<file path="src/loop_synth_cfg_pkg.sv">
package loop_synth_cfg_pkg;

	// byte addresses of the host register map
	localparam logic [7:0] addr_ref_three_monitor_limits = 8'h4e;
	localparam logic [7:0] addr_loop_activation_config   = 8'h4f;
	localparam logic [7:0] addr_synth_a_base_rate        = 8'h50;
	localparam logic [7:0] addr_synth_a_rate_multiplier  = 8'h52;
	localparam logic [7:0] addr_synth_a_fec_ratio        = 8'h54;
	localparam logic [7:0] addr_first                    = 8'h4e;
	localparam logic [7:0] addr_last                     = 8'h57;
	localparam int         num_bytes                     = 10;

	// reset values
	localparam logic [7:0]  rst_ref_three_monitor_limits = 8'h55;
	localparam logic [7:0]  rst_loop_activation_config   = 8'hf2;
	localparam logic [15:0] rst_synth_a_base_rate        = 16'h9c40;
	localparam logic [15:0] rst_synth_a_rate_multiplier  = 16'h0798;
	localparam logic [31:0] rst_synth_a_fec_ratio        = 32'h0001_0001;

	// reset image, byte at addr_first in the top lane
	localparam logic [79:0] rst_image = {
		rst_ref_three_monitor_limits,
		rst_loop_activation_config,
		rst_synth_a_base_rate,
		rst_synth_a_rate_multiplier,
		rst_synth_a_fec_ratio
	};

	// field positions
	localparam int loop_sel_lsb      = 0;
	localparam int loop_sel_width    = 2;
	localparam int phase_acq_lsb     = 4;
	localparam int phase_acq_width   = 4;
	localparam int fec_num_lsb       = 16;
	localparam int fec_den_lsb       = 0;

	// loop activation codes
	typedef enum logic [1:0] {
		loops_none     = 2'b00,
		loops_zero     = 2'b01,
		loops_zero_one = 2'b10,
		loops_reserved = 2'b11
	} loop_sel_type;

	// supported base rates in hertz
	localparam logic [15:0] base_5k    = 16'h1388;
	localparam logic [15:0] base_6k25  = 16'h186a;
	localparam logic [15:0] base_8k    = 16'h1f40;
	localparam logic [15:0] base_10k   = 16'h2710;
	localparam logic [15:0] base_12k5  = 16'h30d4;
	localparam logic [15:0] base_25k   = 16'h61a8;
	localparam logic [15:0] base_40k   = 16'h9c40;

	// synthesizer scaling and range
	localparam logic [63:0] synth_scale   = 64'h10;
	localparam logic [63:0] synth_min_hz  = 64'h0000_0000_3b9a_ca00;
	localparam logic [63:0] synth_max_hz  = 64'h0000_0000_5968_2f00;

endpackage
</file>
<file path="src/cfg_byte_reg.sv">
`timescale 1ns/10ps

module cfg_byte_reg #(
	parameter logic [7:0] reset_value = 8'h00
) (
	input  wire logic       sys_clk,
	input  wire logic       srst,
	input  wire logic       wr_en,
	input  wire logic [7:0] wdata,
	output logic      [7:0] q
);

	logic [7:0] value_q;
	logic [7:0] value_d;

	always_comb begin
		value_d = wr_en ? wdata : value_q;
	end

	always_ff @(posedge sys_clk) begin
		if (srst) begin
			value_q <= reset_value;
		end else begin
			value_q <= value_d;
		end
	end

	assign q = value_q;

endmodule // cfg_byte_reg

</file>
<file path="src/loop_and_synth_a_config_regs.sv">
`timescale 1ns/10ps

// Summary of operation
// - two-bit code selects active tracking loops
// - upper nibble enables phase acquisition modules
// - base rate register is hertz directly
// - multiplier register scales the base rate
// - ratio register: numerator high, denominator low
module loop_and_synth_a_config_regs (
	input  wire logic        sys_clk,
	input  wire logic        srst,
	input  wire logic [7:0]  reg_addr,
	input  wire logic        reg_wr,
	input  wire logic [7:0]  reg_wdata,
	input  wire logic        reg_rd,
	output logic      [7:0]  reg_rdata,
	output logic             reg_rvalid,
	output logic      [7:0]  ref_three_monitor_limits,
	output logic             loop_zero_active,
	output logic             loop_one_active,
	output logic             loop_code_reserved,
	output logic      [3:0]  phase_acq_enable,
	output logic      [15:0] synth_a_base_rate_hz,
	output logic      [15:0] synth_a_rate_multiplier,
	output logic      [15:0] fec_numerator,
	output logic      [15:0] fec_denominator,
	output logic             base_rate_supported,
	output logic             synth_a_freq_in_range
);

	////////////////////////////////////////////////////////////////////////
	// byte storage

	logic [79:0] image;
	logic        in_map;
	logic [7:0]  byte_index;

	assign in_map     = (reg_addr >= loop_synth_cfg_pkg::addr_first) &&
	                    (reg_addr <= loop_synth_cfg_pkg::addr_last);
	assign byte_index = reg_addr - loop_synth_cfg_pkg::addr_first;

	// writes to unmapped addresses are dropped; reserved bits are stored
	// as written since software is expected to restore them itself
	genvar gi;
	generate
		for (gi = 0; gi < loop_synth_cfg_pkg::num_bytes; gi++) begin : g_byte
			localparam int lane = loop_synth_cfg_pkg::num_bytes - 1 - gi;
			cfg_byte_reg #(
				.reset_value (loop_synth_cfg_pkg::rst_image[lane*8 +: 8])
			) u_byte (
				.sys_clk (sys_clk),
				.srst    (srst),
				.wr_en   (reg_wr && in_map && (byte_index == 8'(gi))),
				.wdata   (reg_wdata),
				.q       (image[lane*8 +: 8])
			);
		end
	endgenerate

	logic [7:0]  loop_cfg;
	logic [31:0] ratio;

	assign ref_three_monitor_limits = image[79:72];
	assign loop_cfg                 = image[71:64];
	// base rate in hertz
	// direct hertz value
	assign synth_a_base_rate_hz     = image[63:48];
	assign synth_a_rate_multiplier  = image[47:32];
	assign ratio                    = image[31:0];
	assign fec_numerator   = ratio[loop_synth_cfg_pkg::fec_num_lsb +: 16];
	assign fec_denominator = ratio[loop_synth_cfg_pkg::fec_den_lsb +: 16];

	////////////////////////////////////////////////////////////////////////
	// read port

	logic [7:0] rdata_q;
	logic [7:0] rdata_d;
	logic       rvalid_q;
	logic       rvalid_d;

	always_comb begin
		rdata_d  = rdata_q;
		rvalid_d = reg_rd;
		if (reg_rd) begin
			rdata_d = 8'h00;
			for (int i = 0; i < loop_synth_cfg_pkg::num_bytes; i++) begin
				if (in_map && (byte_index == 8'(i))) begin
					rdata_d = image[(loop_synth_cfg_pkg::num_bytes-1-i)*8 +: 8];
				end
			end
		end
	end

	always_ff @(posedge sys_clk) begin
		if (srst) begin
			rdata_q  <= 8'h00;
			rvalid_q <= 1'b0;
		end else begin
			rdata_q  <= rdata_d;
			rvalid_q <= rvalid_d;
		end
	end

	assign reg_rdata  = rdata_q;
	assign reg_rvalid = rvalid_q;

	////////////////////////////////////////////////////////////////////////
	// loop and phase acquisition controls

	loop_synth_cfg_pkg::loop_sel_type loop_sel;
	logic loop0_d;
	logic loop1_d;
	logic resv_d;
	logic loop0_q;
	logic loop1_q;
	logic resv_q;
	logic [3:0] pacq_d;
	logic [3:0] pacq_q;

	assign loop_sel = loop_synth_cfg_pkg::loop_sel_type'(
		loop_cfg[loop_synth_cfg_pkg::loop_sel_lsb +:
		         loop_synth_cfg_pkg::loop_sel_width]);

	always_comb begin
		loop0_d = 1'b0;
		loop1_d = 1'b0;
		resv_d  = 1'b0;
		unique case (loop_sel)
			loop_synth_cfg_pkg::loops_none: begin
			end
			loop_synth_cfg_pkg::loops_zero: begin
				loop0_d = 1'b1;
			end
			loop_synth_cfg_pkg::loops_zero_one: begin
				loop0_d = 1'b1;
				loop1_d = 1'b1;
			end
			// reserved code keeps both loops off rather than guessing
			loop_synth_cfg_pkg::loops_reserved: begin
				resv_d = 1'b1;
			end
		endcase
		pacq_d = loop_cfg[loop_synth_cfg_pkg::phase_acq_lsb +:
		                  loop_synth_cfg_pkg::phase_acq_width];
	end

	always_ff @(posedge sys_clk) begin
		if (srst) begin
			loop0_q <= 1'b0;
			loop1_q <= 1'b0;
			resv_q  <= 1'b0;
			pacq_q  <= 4'h0;
		end else begin
			loop0_q <= loop0_d;
			loop1_q <= loop1_d;
			resv_q  <= resv_d;
			pacq_q  <= pacq_d;
		end
	end

	assign loop_zero_active   = loop0_q;
	assign loop_one_active    = loop1_q;
	assign loop_code_reserved = resv_q;
	assign phase_acq_enable   = pacq_q;

	////////////////////////////////////////////////////////////////////////
	// programming sanity status

	logic [63:0] synth_num;
	logic [63:0] lim_lo;
	logic [63:0] lim_hi;
	logic        base_ok_d;
	logic        base_ok_q;
	logic        range_ok_d;
	logic        range_ok_q;

	assign synth_num = 64'(synth_a_base_rate_hz) *
	                   64'(synth_a_rate_multiplier) *
	                   loop_synth_cfg_pkg::synth_scale *
	                   64'(fec_numerator);
	assign lim_lo = 64'(fec_denominator) * loop_synth_cfg_pkg::synth_min_hz;
	assign lim_hi = 64'(fec_denominator) * loop_synth_cfg_pkg::synth_max_hz;

	always_comb begin
		unique case (synth_a_base_rate_hz)
			loop_synth_cfg_pkg::base_5k,
			loop_synth_cfg_pkg::base_6k25,
			loop_synth_cfg_pkg::base_8k,
			loop_synth_cfg_pkg::base_10k,
			loop_synth_cfg_pkg::base_12k5,
			loop_synth_cfg_pkg::base_25k,
			loop_synth_cfg_pkg::base_40k: begin
				base_ok_d = 1'b1;
			end
			default: begin
				base_ok_d = 1'b0;
			end
		endcase
		range_ok_d = (fec_denominator != 16'h0000) &&
		             (synth_num >= lim_lo) && (synth_num <= lim_hi);
	end

	// status only; nothing here blocks a write, software stays in charge
	always_ff @(posedge sys_clk) begin
		if (srst) begin
			base_ok_q  <= 1'b0;
			range_ok_q <= 1'b0;
		end else begin
			base_ok_q  <= base_ok_d;
			range_ok_q <= range_ok_d;
		end
	end

	assign base_rate_supported   = base_ok_q;
	assign synth_a_freq_in_range = range_ok_q;

endmodule // loop_and_synth_a_config_regs

</file>
<file path="config.mk">
export PLATFORM = sky130hd
export DESIGN_NAME = loop_and_synth_a_config_regs
export DESIGN_NICKNAME = d
export VERILOG_FILES = /design/src/loop_synth_cfg_pkg.sv /design/src/cfg_byte_reg.sv /design/src/loop_and_synth_a_config_regs.sv
export SDC_FILE = /design/constraint.sdc
export NUM_CORES = 2
export LEC_CHECK = 0
export BUFFER_PORTS_ARGS = -buffer_cell sky130_fd_sc_hd__buf_2
export CAP_MARGIN = 30
export CORE_MARGIN = 2
export CORE_UTILIZATION = 57
export CTS_CLUSTER_SIZE = 20
export DETAILED_ROUTE_END_ITERATION = 12
export PLACE_DENSITY_LB_ADDON = 0.1
export SYNTH_ARGS = -nofsm -noshare
export SYNTH_HDL_FRONTEND = slang
export SYNTH_SLANG_ARGS = --single-unit
</file>
<file path="constraint.sdc">
create_clock -name sys_clk -period 33.4 [get_ports sys_clk]
set_input_delay 0 -clock sys_clk [delete_from_list [all_inputs] [get_ports sys_clk]]
set_output_delay 0 -clock sys_clk [all_outputs]
set_load 0.1 [all_outputs]
</file>
==> results.json <==
{
  "status": "finished, final reports clean",
  "synth.yosys.seq_area_share": 0.04575,
  "postCtsSetupBuffers": 0,
  "syn_inst": 4852,
  "leakage_uw": 0.02364,
  "numCtsBuffers": 9,
  "synth_adder_area_share": 0.5684,
  "cts-root-buf": "clkbuf_16",
  "cap_violations": 0,
  "cts.clk_slew.worst_paths_ns": 0.09,
  "synth_fp_nets": 6312,
  "slew_violations": 0,
  "setup_slack_ns": 18.01,
  "regArea_um2": 1962,
  "fmax_ghz": 0.06497,
  "cts_tree": "yes",
  "htree_num_levels": 3,
  "vias": 34086,
  "die_x_um": 278.3,
  "ant_nets": 0,
  "path_max_fanout": 23,
  "track_usage": 0.3369,
  "hold_buffers": 1,
  "synth-simple-area-share": 0.1507,
  "worstPathRequired_ns": 33.70,
  "crit_buf_inv": 9,
  "rsz0062_at_grt": "false",
  "yosysWarnings": 0,
  "synth_area_um2": 42890,
  "cp-end-kind": "register",
  "utilization": 0.6019,
  "synth_edf_count": 0,
  "path_class": "reg2reg",
  "period_needed_ns": 15.39,
  "portBuffers": 109,
  "synth_seq_cells": 98,
  "clk_latency_ns": 0.38,
  "worstPathArrival_ns": 15.69,
  "syn_avg_cell_area_um2": 8.839,
  "cts_sinks": 98,
  "async_flop_share": 0,
  "setup_tns_ns": 0,
  "avgRoutedWirePerCell_um": 21.78,
  "hp-class": "in2reg",
  "synth_compound_area_frac": 0.09123,
  "core_area_um2": 74450,
  "critical_path.max_stage_delay_ns": 1.03,
  "finalCritPeriodShare": 0.4608,
  "hold_viol": 0,
  "nets": 6299,
  "viasPerCell": 5.864,
  "n_fill_cell": 6842,
  "fp.dieArea_um2": 77450,
  "syn2layout_area_growth_pct": 4.487,
  "slew_headroom": 0.2692,
  "synth_top_family_by_area": "adder cells",
  "crit_slowest_cell": "dfxtp_1",
  "drive_gt1_frac": 0.05182,
  "antenna_found_initial": 1,
  "p_total_uw": 310.8,
  "fin_hold_ws_ns": 0.04935,
  "start_kind": "register",
  "fin_skew_ns": 0.02668,
  "n_antenna_cell": 0,
  "ir_drop_mv": 0.02324,
  "cts_resized": 0,
  "cp_common_cell": "fa_1",
  "clockBufferDepth": 2,
  "worst_slew_pin_slew_ns": 1.092,
  "io_pins": 110,
  "yosys.cell_types.count": 80,
  "pre_cts_ws_ns": 18.39,
  "synth-main-ff-cell": "dfxtp_1",
  "grt_max_degree": 72,
  "synth_xor_area_frac": 0.02655,
  "grt-ovfl-total": 0,
  "critPathTopFamily": "adder cells",
  "multi_input_comb_area_um2": 36390,
  "dp_hpwl_um": 102400,
  "power_per_cell_area_nw_per_um2": 6.936,
  "start_util": 0.5761,
  "final-setup-viol-count": 0,
  "drc_errors": 0,
  "first_pass_iters": 6,
  "synthMuxAreaShare": 0.01033,
  "drtIter0Drc": 2683,
  "grt_pass1_wl_um": 200500,
  "wl_um": 126600,
  "grt_pass1_vias": 35206,
  "die-height_um": 278.3,
  "rows": 100,
  "place.gp.congestion": 0.9928
}
[registers in the layout, summed over array words and instances, names as in the netlist]
register,count
synth_a_freq_in_range,1
reg_rvalid,1
loop_code_reserved,1
g_byte.u_byte.q,80
reg_rdata,8
phase_acq_enable,4
loop_zero_active,1
loop_one_active,1
base_rate_supported,1
[layout by cell type, fill, tap and decap left out, types with 25 or more instances in the layout]
| master | Yosys | layout |
|---|---|---|
| nand4_1 | 25 | 25 |
| xnor2_1 | 90 | 88 |
| nand2_1 | 607 | 607 |
| dfxtp_1 | 98 | 98 |
| a21o_1 | 63 | 63 |
| nor2b_1 | 29 | 29 |
| mux2i_1 | 42 | 42 |
| and2_1 | 267 | 267 |
| nand2b_1 | 41 | 41 |
| buf_2 | 3 | 109 |
| fa_1 | 847 | 847 |
| buf_4 | 0 | 77 |
| o21ai_0 | 95 | 95 |
| nand3_1 | 91 | 91 |
| nor2_1 | 139 | 138 |
| a21oi_1 | 160 | 160 |
| and3_1 | 39 | 39 |
| inv_1 | 1007 | 1007 |
| o21a_1 | 27 | 27 |
| ha_1 | 593 | 593 |
| xor2_1 | 40 | 35 |
[cell type report]
| class | instances | share of cell area |
|---|---|---|
| clock buffers | 10 | 0.005110 |
| clock inverters | 6 | 0.001089 |
| inverters | 1008 | 0.08444 |
| multi-input cells | 3532 | 0.8122 |
| flip-flops and latches | 98 | 0.04378 |
| well taps | 969 | 0.02706 |
| repair buffers | 190 | 0.02636 |
[layer usage]
layer / GRT usage / vias up / part of all wire
met5: 0 / - / 0.000063
met3: 0.03308 / 268 / 0.063
li1: - / 15202 / -
met2: 0.5715 / 1306 / 0.49
met1: 0.4449 / 17308 / 0.40
met4: 0.1364 / 2 / 0.048
[synth_stat cells, drive strengths merged, types with 5 or more instances]
cell type / instances / area share
a2111oi: 5 / 0.0010
a211o: 14 / 0.0029
a211oi: 23 / 0.0040
a21o: 63 / 0.011
a21oi: 161 / 0.019
a222oi: 6 / 0.0014
a311oi: 8 / 0.0016
a31oi: 16 / 0.0023
and2: 267 / 0.039
and3: 39 / 0.0057
and4: 6 / 0.0012
buf: 9 / 0.00088
clkbuf: 205 / 0.018
dfxtp: 98 / 0.046
fa: 847 / 0.40
ha: 593 / 0.17
inv: 1007 / 0.088
mux2i: 42 / 0.0098
nand2: 607 / 0.053
nand2b: 41 / 0.0060
nand3: 91 / 0.011
nand3b: 16 / 0.0028
nand4: 25 / 0.0036
nor2: 139 / 0.012
nor2b: 29 / 0.0042
nor3: 24 / 0.0028
nor3b: 9 / 0.0016
nor4: 8 / 0.0012
o2111ai: 5 / 0.0010
o211ai: 21 / 0.0038
o21a: 27 / 0.0047
o21ai: 97 / 0.011
o21bai: 20 / 0.0035
o221a: 11 / 0.0029
o22ai: 11 / 0.0016
o311a: 17 / 0.0040
o311ai: 8 / 0.0016
o31a: 13 / 0.0027
o31ai: 6 / 0.0012
or2: 16 / 0.0023
or3: 9 / 0.0013
xnor2: 90 / 0.018
xor2: 40 / 0.0082
[final timing paths]
| check | end | slack [ns] | startpoint | cells after the start |
|---|---|---|---|---|
| worst max register to register | synth_a_freq_in_range$_SDFF_PP0_ | 18.01 | g_byte[3].u_byte.q[7]$_SDFFE_PP0P_ | 48 |
| worst min register to register | g_byte[1].u_byte.q[3]$_SDFFE_PP0P_ | 0.47 | g_byte[1].u_byte.q[3]$_SDFFE_PP0P_ | 2 |
| worst max-delay path | synth_a_freq_in_range$_SDFF_PP0_ | 18.01 | g_byte[3].u_byte.q[7]$_SDFFE_PP0P_ | 48 |
| worst min-delay path | g_byte[9].u_byte.q[3]$_SDFFE_PP0P_ | 0.05 | reg_wdata[3] | 3 |
[metrics by stage]
step / std cells / instance area (µm²)
2_1_floorplan: 4852 / 42890
3_3_place_gp: 5791 / 44460
3_5_place_dp: 5795 / 44520
4_1_cts: 5812 / 44810
5_1_grt: 5813 / 44810
6_report: 5813 / 44810
[worst min-delay path: stages]
cell     delay [ns]
buf_2          0.20
nand3_1        0.10
a21oi_1        0.06
[power by group]
group	total [µW]	switching, µW	internal, µW
Combinational	86.8	62.1	24.7
Clock	105	53.4	51.5
Sequential	119	0.872	118
[cell families (layout without fill, tap and decap cells)]
logic type	count (synthesis)	in the layout
DFF	98	98
adders and majority gates	1440	1440
AOI/OAI and AO/OA	577	577
xor gates and xnor gates	130	130
buffers and inverters	1222	1214
muxes	44	44
and+or+nand+nor	1341	1341
Note: power is estimated with default switching activity, not from simulation.
